### src/rtl/coil_pkg.sv
// coil evaluation constants: modes, relay groups, reset values
// assumes a scan-cycle controller that strobes once per finished program pass
package coil_pkg;
    typedef enum logic [2:0] {
        MODE_CONTACTOR = 3'h0,
        MODE_INVERSE   = 3'h1,
        MODE_FALL_PLS  = 3'h2,
        MODE_RISE_PLS  = 3'h3,
        MODE_IMPULSE   = 3'h4,
        MODE_LATCH     = 3'h5,
        MODE_UNLATCH   = 3'h6
    } coil_mode_t;

    typedef enum logic [2:0] {
        GRP_OUTPUT = 3'h0,
        GRP_MARKER = 3'h1,
        GRP_FLAG2  = 3'h2,
        GRP_TEXT   = 3'h3,
        GRP_EXPAN  = 3'h4,
        GRP_JUMP   = 3'h5
    } relay_grp_t;

    localparam int  DEF_RELAYS    = 8;
    localparam int  DEF_SLOT_W    = 4;
    localparam logic STATE_RST    = 1'b0;
    localparam logic HIST_RST     = 1'b0;
endpackage

### src/rtl/relay_coil_unit.sv
// relay coil evaluation: one coil write per clock, relay state resolved per scan
// assumes the rung evaluator streams coil writes in program order, then strobes scan_done_i
`timescale 1ns/1ps
`default_nettype none

module relay_coil_unit #(
    parameter int RELAYS = coil_pkg::DEF_RELAYS,
    parameter int SLOT_W = coil_pkg::DEF_SLOT_W
) (
    input  wire logic                    clk_i,
    input  wire logic                    sys_rst_i,
    input  wire logic                    ce_i,
    input  wire logic                    power_fail_i,
    input  wire logic                    stop_i,
    input  wire logic                    coil_we_i,
    input  wire logic [SLOT_W-1:0]       coil_sel_i,
    input  wire coil_pkg::coil_mode_t    coil_mode_i,
    input  wire logic                    coil_val_i,
    input  wire logic                    scan_done_i,
    input  wire coil_pkg::relay_grp_t    relay_grp_i [RELAYS],
    input  wire logic [RELAYS-1:0]       retain_i,
    output logic      [RELAYS-1:0]       contact_o,
    output logic      [RELAYS-1:0]       func_start_o,
    output logic                         mode_err_o
);
    import coil_pkg::*;

    generate
        if (RELAYS < 1 || RELAYS > (1 << SLOT_W)) begin : g_bad_cfg
            $error("relay count does not fit the select width");
        end
    endgenerate

    function automatic logic edge_ok(input relay_grp_t g);
        edge_ok = (g == GRP_MARKER) || (g == GRP_FLAG2) || (g == GRP_JUMP);
    endfunction

    // pending per-scan writes, resolved at scan_done_i
    logic [RELAYS-1:0] pend_wr;
    logic [RELAYS-1:0] pend_val;
    logic [RELAYS-1:0] pend_set;
    logic [RELAYS-1:0] pend_clr;
    coil_mode_t        pend_mode [RELAYS];
    logic [RELAYS-1:0] hist;
    logic [RELAYS-1:0] state;
    logic [RELAYS-1:0] fstart;
    logic              err;
    logic [RELAYS-1:0] refuse_hit;

    wire clear_all = power_fail_i | stop_i;
    wire is_edge   = (coil_mode_i == MODE_FALL_PLS) || (coil_mode_i == MODE_RISE_PLS);

    genvar gi;
    generate
        for (gi = 0; gi < RELAYS; gi++) begin : g_relay
            wire hit      = coil_we_i && (coil_sel_i == SLOT_W'(gi));
            wire refused  = is_edge && !edge_ok(relay_grp_i[gi]);
            wire is_latch = coil_mode_i == MODE_LATCH;
            wire is_unl   = coil_mode_i == MODE_UNLATCH;
            wire acc      = hit && !refused;
            wire take_val = acc && !is_latch && !is_unl;
            wire in_now   = pend_val[gi];
            wire rise     = in_now && !hist[gi];
            wire fall     = !in_now && hist[gi];
            logic next_state;

            assign refuse_hit[gi] = hit && refused;

            always_comb begin
                next_state = state[gi];
                if (pend_wr[gi]) begin
                    unique case (pend_mode[gi])
                        MODE_CONTACTOR: next_state = in_now;
                        MODE_INVERSE:   next_state = !in_now;
                        MODE_FALL_PLS:  next_state = fall;
                        MODE_RISE_PLS:  next_state = rise;
                        MODE_IMPULSE:   next_state = state[gi] ^ rise;
                        default:        next_state = state[gi];
                    endcase
                end
                if (pend_set[gi])
                    next_state = 1'b1;
                if (pend_clr[gi])
                    next_state = 1'b0;
            end

            always_ff @(posedge clk_i or posedge sys_rst_i) begin
                if (sys_rst_i) begin
                    pend_wr[gi]   <= 1'b0;
                    pend_val[gi]  <= 1'b0;
                    pend_set[gi]  <= 1'b0;
                    pend_clr[gi]  <= 1'b0;
                    pend_mode[gi] <= MODE_CONTACTOR;
                    hist[gi]      <= HIST_RST;
                    state[gi]     <= STATE_RST;
                    fstart[gi]    <= 1'b0;
                end else if (ce_i) begin
                    if (clear_all) begin
                        if (!retain_i[gi]) begin
                            state[gi]  <= 1'b0;
                            fstart[gi] <= 1'b0;
                        end
                        hist[gi]     <= HIST_RST;
                        pend_wr[gi]  <= 1'b0;
                        pend_set[gi] <= 1'b0;
                        pend_clr[gi] <= 1'b0;
                    end else if (scan_done_i) begin
                        state[gi]    <= next_state;
                        fstart[gi]   <= next_state;
                        if (pend_wr[gi])
                            hist[gi] <= pend_val[gi];
                        pend_wr[gi]  <= 1'b0;
                        pend_set[gi] <= 1'b0;
                        pend_clr[gi] <= 1'b0;
                    end else begin
                        // last write in program order wins
                        if (take_val) begin
                            pend_wr[gi]   <= 1'b1;
                            pend_val[gi]  <= coil_val_i;
                            pend_mode[gi] <= coil_mode_i;
                        end
                        // later latch or unlatch overrides earlier
                        if (acc && is_latch && coil_val_i) begin
                            pend_set[gi] <= 1'b1;
                            pend_clr[gi] <= 1'b0;
                        end
                        if (acc && is_unl && coil_val_i) begin
                            pend_clr[gi] <= 1'b1;
                            pend_set[gi] <= 1'b0;
                        end
                    end
                end
            end

            chk_fall_pulse: assert property (@(posedge clk_i) disable iff (sys_rst_i)
                ce_i && !clear_all && scan_done_i && pend_wr[gi]
                && pend_mode[gi] == MODE_FALL_PLS && !pend_set[gi] && !pend_clr[gi]
                |=> state[gi] == ($past(hist[gi]) && !$past(pend_val[gi])))
                else $error("falling pulse wrong");
            chk_rise_pulse: assert property (@(posedge clk_i) disable iff (sys_rst_i)
                ce_i && !clear_all && scan_done_i && pend_wr[gi]
                && pend_mode[gi] == MODE_RISE_PLS && !pend_set[gi] && !pend_clr[gi]
                |=> state[gi] == (!$past(hist[gi]) && $past(pend_val[gi])))
                else $error("rising pulse wrong");
            chk_impulse_tog: assert property (@(posedge clk_i) disable iff (sys_rst_i)
                ce_i && !clear_all && scan_done_i && pend_wr[gi]
                && pend_mode[gi] == MODE_IMPULSE && !pend_set[gi] && !pend_clr[gi]
                |=> state[gi]
                    == ($past(state[gi]) ^ ($past(pend_val[gi]) && !$past(hist[gi]))))
                else $error("impulse toggle wrong");
            chk_stop_clear: assert property (@(posedge clk_i) disable iff (sys_rst_i)
                ce_i && clear_all && !retain_i[gi] |=> !state[gi])
                else $error("non-retentive coil not cleared");
            chk_retain_hold: assert property (@(posedge clk_i) disable iff (sys_rst_i)
                ce_i && clear_all && retain_i[gi] |=> $stable(state[gi]))
                else $error("retentive coil lost state");
            chk_latch_set: assert property (@(posedge clk_i) disable iff (sys_rst_i)
                ce_i && !clear_all && scan_done_i && pend_set[gi] |=> state[gi])
                else $error("latch did not set");
            chk_unlatch_win: assert property (@(posedge clk_i) disable iff (sys_rst_i)
                ce_i && !clear_all && !scan_done_i && acc && is_unl && coil_val_i
                |=> pend_clr[gi] && !pend_set[gi])
                else $error("later unlatch did not win");
            chk_hist_clear: assert property (@(posedge clk_i) disable iff (sys_rst_i)
                ce_i && clear_all |=> !hist[gi])
                else $error("edge history kept");
        end
    endgenerate

    // refuse edge modes on output, text or expansion relays
    wire edge_refused = |refuse_hit;

    always_ff @(posedge clk_i or posedge sys_rst_i) begin
        if (sys_rst_i)
            err <= 1'b0;
        else if (ce_i)
            err <= edge_refused;
    end

    chk_edge_refuse: assert property (@(posedge clk_i) disable iff (sys_rst_i)
        ce_i && edge_refused |=> mode_err_o)
        else $error("refused edge mode not flagged");

    chk_ce_freeze: assert property (@(posedge clk_i) disable iff (sys_rst_i)
        !ce_i |=> $stable(contact_o) && $stable(mode_err_o) && $stable(func_start_o))
        else $error("state moved while enable low");

    assign contact_o    = state;
    // function relay start from final coil state
    assign func_start_o = fstart;
    assign mode_err_o   = err;
endmodule

`default_nettype wire

### config.mk
export PLATFORM = sky130hd
export DESIGN_NAME = relay_coil_unit
export DESIGN_NICKNAME = d
export VERILOG_FILES = /design/src/rtl/coil_pkg.sv /design/src/rtl/relay_coil_unit.sv
export SDC_FILE = /design/constraint.sdc
export NUM_CORES = 1
export LEC_CHECK = 0
export ABC_AREA = 1
export ABC_CLOCK_PERIOD_IN_PS = 5100
export BUFFER_PORTS_ARGS = -buffer_cell sky130_fd_sc_hd__buf_2
export CORE_MARGIN = 2
export CORE_UTILIZATION = 50
export CTS_CLUSTER_SIZE = 10
export DETAILED_ROUTE_END_ITERATION = 7
export GPL_ROUTABILITY_DRIVEN = 0
export GPL_TIMING_DRIVEN = 1
export PLACE_DENSITY = 0.7
export SYNTH_ARGS = -nofsm -noshare
export SYNTH_HDL_FRONTEND = slang
export SYNTH_SLANG_ARGS = --single-unit
### constraint.sdc
create_clock -name clk_i -period 5.1 [get_ports clk_i]
set_clock_uncertainty 0.2 [all_clocks]
set_input_delay 1.02 -clock clk_i [delete_from_list [all_inputs] [get_ports clk_i]]
set_output_delay 1.02 -clock clk_i [all_outputs]
set_load 0.05 [all_outputs]
* Yosys cells after proc, flatten, opt, wreduce, memory -nomap -nowiden
Cells that the tools add are included.
Storage, ports and cells: input bits 47, logic and storage cells 549, output and inout port bits 17, register bits 73
Cells by class: bitwise logic cells 11, muxes and demuxes 168, equality and inequality tests 91, reduce and logical (&&, ||, !) cells 222
Operators with widths (number):
- two-way mux 1 bit | 160
- logical AND 1 bit | 96
- == test 3 x 2 -> 1 bit, second input constant | 26
- != test 9 x 1 -> 1 bit, second input constant | 8
- == test 3 bit, second input constant | 18
- == test 3 x 1 -> 1 bit, second input constant | 16
- != test 5 x 1 -> 1 bit, second input constant | 8
- one-hot mux 1 bit (5 select lines) | 8
- AND reduction 5 bit | 8
- logical NOT 1 bit | 34
- AND reduction 2 bit | 16
- AND reduction 4 bit | 8
- nonzero test 4 bit | 8
- logical NOT 3 bit | 8
- AND reduction 3 bit | 8
- nonzero test 3 bit | 8
- nonzero test 2 bit | 9
- logical OR 1 bit | 17
- == test 4 x 3 -> 1 bit, second input constant | 4
- != test 2 bit, second input constant | 8
- == test 4 x 2 -> 1 bit, second input constant | 2
- OR reduction 8 bit | 1
- XOR 1 bit | 8
- == test 4 x 1 -> 1 bit, second input constant | 1
- other kinds (3) | 4

* Logic depth before layout (Yosys ltp)
word-level depth 13, depth in mapped cells 11, mapped depth without buffers 10

* Worst setup path after synthesis
No wires, ideal clock.
path type input to register, start point in scan_done_i, end point reg fstart[6] (netlist: func_start_o[6]), stages 9, path slack 2771 ps, data arrival time 2008 ps, setup time 120 ps, cells stage by stage buf_2 -> inv_1 -> nand2_1 -> nand2_1 -> inv_1 -> buf_4 -> o21ai_0 -> o21ai_0 -> nand2_1
On the way: cells in the longest elaborated chain, start to end 2, elaborated cells on any way between the ends 4
RTL lines:
- from (decl) | line relay_coil_unit.sv:19 | input wire logic scan_done_i,
- != test 9 x 1 -> 1 bit (no source line), or another cell as far along
- AND reduction 5 bit (no source line) *
- to (signal, indexed assignment) | line relay_coil_unit.sv:109 | fstart[gi] <= next_state;
- to (decl) | line relay_coil_unit.sv:46 | logic [RELAYS-1:0] fstart;
Every way passes the cells marked *; elsewhere a longest branch is shown, timed or not. A chain may end at the register's enable or synchronous reset.

* Worst setup path in the final report
start point in coil_mode_i[1], end point reg pend_mode[17] in the netlist's numbering
On the way: cells in the longest elaborated chain, start to end 8, elaborated cells on any way between the ends 13
RTL lines:
- from (decl) | line relay_coil_unit.sv:17 | input wire coil_pkg::coil_mode_t coil_mode_i,
- == test 3 x 2 -> 1 bit | line relay_coil_unit.sv:51 | wire is_edge = (coil_mode_i == MODE_FALL_PLS) || (coil_mode_i == MODE_RISE_PLS);
- logical OR 1 bit | line relay_coil_unit.sv:51
- logical AND 1 bit | line relay_coil_unit.sv:57 | wire refused = is_edge && !edge_ok(relay_grp_i[gi]);
- logical NOT 1 bit | line relay_coil_unit.sv:60 | wire acc = hit && !refused;
- logical AND 1 bit | line relay_coil_unit.sv:60
- logical AND 1 bit | line relay_coil_unit.sv:61 | wire take_val = acc && !is_latch && !is_unl;
- logical AND 1 bit * | line relay_coil_unit.sv:61
- AND reduction 4 bit (no source line) *
- to (signal, indexed assignment) | line relay_coil_unit.sv:120 | pend_mode[gi] <= coil_mode_i;
- to (decl) | line relay_coil_unit.sv:43 | coil_mode_t pend_mode [RELAYS];
Marks and branches as above.

==> flow_results.org <==
** Drt
- For this block, wires on met1 add up to 5.10 mm.
- In this run the remaining antenna-violating nets after routing total 0.
- After detailed routing, the number of remaining DRC violations is 0.
- Post-detailed-routing wire length :: ~11 mm
- The first routing iteration left between 200 and 300 violations.
- Drt via density :: roughly 5
- In the final routed layout, each cell accounts on average for ~13 um.
- Length of the first detailed-routing pass in iterations :: 4
- Summed over all nets, wire length on met2 after detailed routing comes to 5.12 mm.
- Number of vias in the routed layout :: 4340
- Wire length on met3 :: 563 um
- Uppermost layer routed :: met4

** Clock tree
- The clock passes through at most 2 buffers.
- TritonCTS clock tree :: yes
- Post-CTS setup-driven buffer insertion count :: 0
- The H-tree generated during clock tree synthesis spans 3 levels.
- Cts-stage hold buffer count :: 0
- Clock latency reported for the late side of the worst-skew pair :: between 300 and 400 ps
- Counting every sink on the clock net gives 73.
- Clock tree synthesis inserted a total of 9 buffers.
- The tree is rooted in a clkbuf_8.
- Gates resized during post-CTS repair numbered 0.
- Clock transition at the registers of the reported paths :: 70 ps

** Die
- Width of the die :: 98 um
- Die footprint :: between 9000 and 10000 um^2
- The core region is 8640 um^2.
- I/O pin count :: 64
- Measured along the y axis, the die boundary spans 98 um.
- Row generation in the floorplan step produced 34 rows.
- The initial utilization of the core area, before any placement, comes to 0.512.

** Place
- Port buffering added 63 buffers.
- DP Worst Slack :: between 2000 and 2500 ps
- Detailed placement HPWL :: 7.80 mm
- Placed cells :: 827

** Yosys
- Cell count after synthesis :: 672
- The synthesized design spends more area on one cell type than any other, namely dfrtp_1.
- Of the post-synthesis cell area, the dominant cell type holds 0.413.
- Of all flip-flops after synthesis, the portion carrying an async set or reset was 1.00.
- Share of synthesized area occupied by flip-flops and latches :: 0.413
- Post-synth cell types :: 19
- The average instance in the mapped netlist occupies 6.57 um^2.
- During synthesis, Yosys emitted a total of 0 warnings.
- Primary flip-flop cell chosen by synthesis mapping :: dfrtp_1
- Counting flops with a built-in enable in the synthesized netlist gives 0.
- Post-synthesis register bit count :: 73
- By area the synthesized netlist is led by dfrtp_1 (41%), nand2_1 (18%), inv_1 (8.6%).
- Number of nets produced by synthesis :: about 720
- In this run the cell area of the synthesized design comes to 4420 um^2.

** Timing
- For the final routed database, the setup TNS stands at 0 ps.
- Setup violations remaining at the end of the flow were counted as 0.
- For the pin with the worst max-slew slack, the measured transition is 743 ps.
- Post-route clock period utilization :: 0.512
- After layout, the minimum clock period comes to 2610 ps.
- Setup repair after global routing left no endpoint under its margin.
- Timing would allow up to around 0.38 GHz.
- In this run the tightest slew margin relative to its limit is 0.504.
- Final hold violation count :: 0
- The number of pins with negative max-slew slack in the final report came to 0.
- Setup slack on the critical path of the routed design comes to 2490 ps.

** Cells and area
- Highest-count cells in the layout ignoring fill and taps :: nand2_1 (217), inv_1 (100), dfrtp_1 (73), nor2_1 (72), o21ai_0 (65)
- Diodes inserted :: 0
- Synthesis-to-layout area growth :: 12.2%
- For this run, the number of standard cells in the final layout without fillers is roughly 840.
- Leading cell type in the layout, fill and taps excluded :: nand2_1
- Fill cell count :: approximately 860
- Share of layout cells above drive strength 1 :: 0.127
- At the end of the flow the core is filled with cells to 0.574.
- The final layout contains approximately 800 nets.

** GRT
- The number of global-route vias before repair was 4045.
- First-pass GRT wire length :: 18.9 mm
- Entering global routing, the biggest net connects between 40 and 50 pins.
- For this run, the total global-route usage over all layers was measured as 0.246.
- The number of antenna violations at the first check in global routing is 0.
- After global routing the overflow that remains totals 0.

** Power
- IR analysis of the VDD net gives a maximum drop of between 0.1 and 0.15 mV.
- The internal power of the cells totals roughly 840 uW.
- The share of total power dissipated in combinational logic is 0.143.
- The completed layout was analyzed and its total power is 1190 uW.
- For this design the total switching power over the nets is 342 uW.
- Fraction of power consumed by sequential logic :: 0.512
- Clock network fraction of design power :: 0.345
- Static leakage :: between 0.002 and 0.003 uW
- Of the total power, the share spent switching nets is 0.288.
- PwrDens :: between 200 and 250 nW/um^2

** Worst setup path
- Signal arrival time at the worst endpoint :: approximately 2600 ps
- Type of destination of the critical path :: flop
- Data on the critical path is required at its endpoint by 5130 ps.
- The signal on the critical path passes through buf_2 > inv_2 > nand3_1 > nand2_1 > nor2_2 > nand3_1 > nand2_1 > o21ai_0.
- Startpoint Class :: input port
- Peak fanout along the critical path :: 16
- Cell class contributing the biggest share of worst-path delay :: simple AND/OR/NAND/NOR gates
- Crit-path max cell delay :: just under 600 ps
- Standard cell with the maximum stage delay on the critical path :: nor2_2
- The number of buffers and inverters on the critical path is 2.
- Crit path kind :: in2reg

** Worst hold path
- Path category of the worst min-delay check :: reg2reg

** Flow run
- Max-cap violations in this run came to 0.

** Outcome
- The run finished with clean final reports.
==> worst reg2reg max path, stage by stage, from the launching register on <==
cell and delay [ps]:
dfrtp_1 430, nor2_1 230, nor2_1 70, nor2_1 80
o21ai_0 100, o21ai_0 230, nand2_1 90
==> power by group through the flow <==
stage | clock network (uW) | logic, uW | registers (uW)
floorplan | 0 | 109 | 625
global route | 447 | 193 | 609
CTS | 416 | 171 | 607
detailed placement | 0 | 170 | 618
finish | 409 | 170 | 607
global placement | 0 | 166 | 617
==> stage by stage <==
stage,area [um^2],hold slack [ps]
2_1_floorplan,4420,275
3_3_place_gp,4780,295
3_5_place_dp,4780,287
4_1_cts,4960,308
5_1_grt,4960,327
6_report,4960,313
==> layout make-up <==
cell class / instances / area (um^2) / area share
Clock buffer: 13 / 159 / 0.0321
Clock inverter: 3 / 15.0 / 0.00303
Inverter: 103 / 387 / 0.0780
Multi-Input combinational cell: 477 / 2100 / 0.423
Sequential cell: 73 / 1830 / 0.369
Tap cell: 108 / 135 / 0.0273
Timing Repair Buffer: 66 / 338 / 0.0682
==> cell families (layout without fill, tap and decap cells) <==
kind of cell / Yosys count / in the layout / share of synthesized area
AOI/OAI and AO/OA: 91 / 91 / 0.104
buffers and inverters: 122 / 185 / 0.113
DFF: 73 / 73 / 0.413
and+or+nand+nor: 386 / 386 / 0.370
==> registers in the layout, summed over array words and instances, names as in the netlist <==
register        flops
g_relay.in_now      8
mode_err_o          1
pend_mode          24
hist                8
pend_clr            8
pend_set            8
pend_wr             8
func_start_o        8
==> per-layer routing <==
metal / global-route usage / vias up
met1: 0.337 / 1960
met4: 0.0962 / 0
met3: 0.0429 / 17
met2: 0.391 / 130
li1: - / 2233
met5: 0 / -
==> cell usage after synthesis (3+ instances only) <==
cell / number
or2_2: 3
inv_1: 101
nand3_1: 59
buf_4: 9
buf_2: 5
nor2_1: 73
dfrtp_1: 73
nand3b_1: 5
nand2_1: 217
o21ai_0: 65
nand4_1: 22
clkbuf_1: 5
a21oi_1: 25
==> worst paths after layout <==
kind | start | endpoint | slack (ps) | cells after the start
max reg2reg | pend_mode[4] | func_start_o[6] | 3560 | 6
min | mode_err_o | mode_err_o | 310 | 2
max in group asynchronous | sys_rst_i | pend_clr[2] | 3110 | 3
max | coil_mode_i[1] | pend_mode[17] | 2490 | 8
min reg2reg | mode_err_o | mode_err_o | 310 | 2
min in group asynchronous | sys_rst_i | func_start_o[0] | 590 | 2
Power figures use the tool's default switching activity.
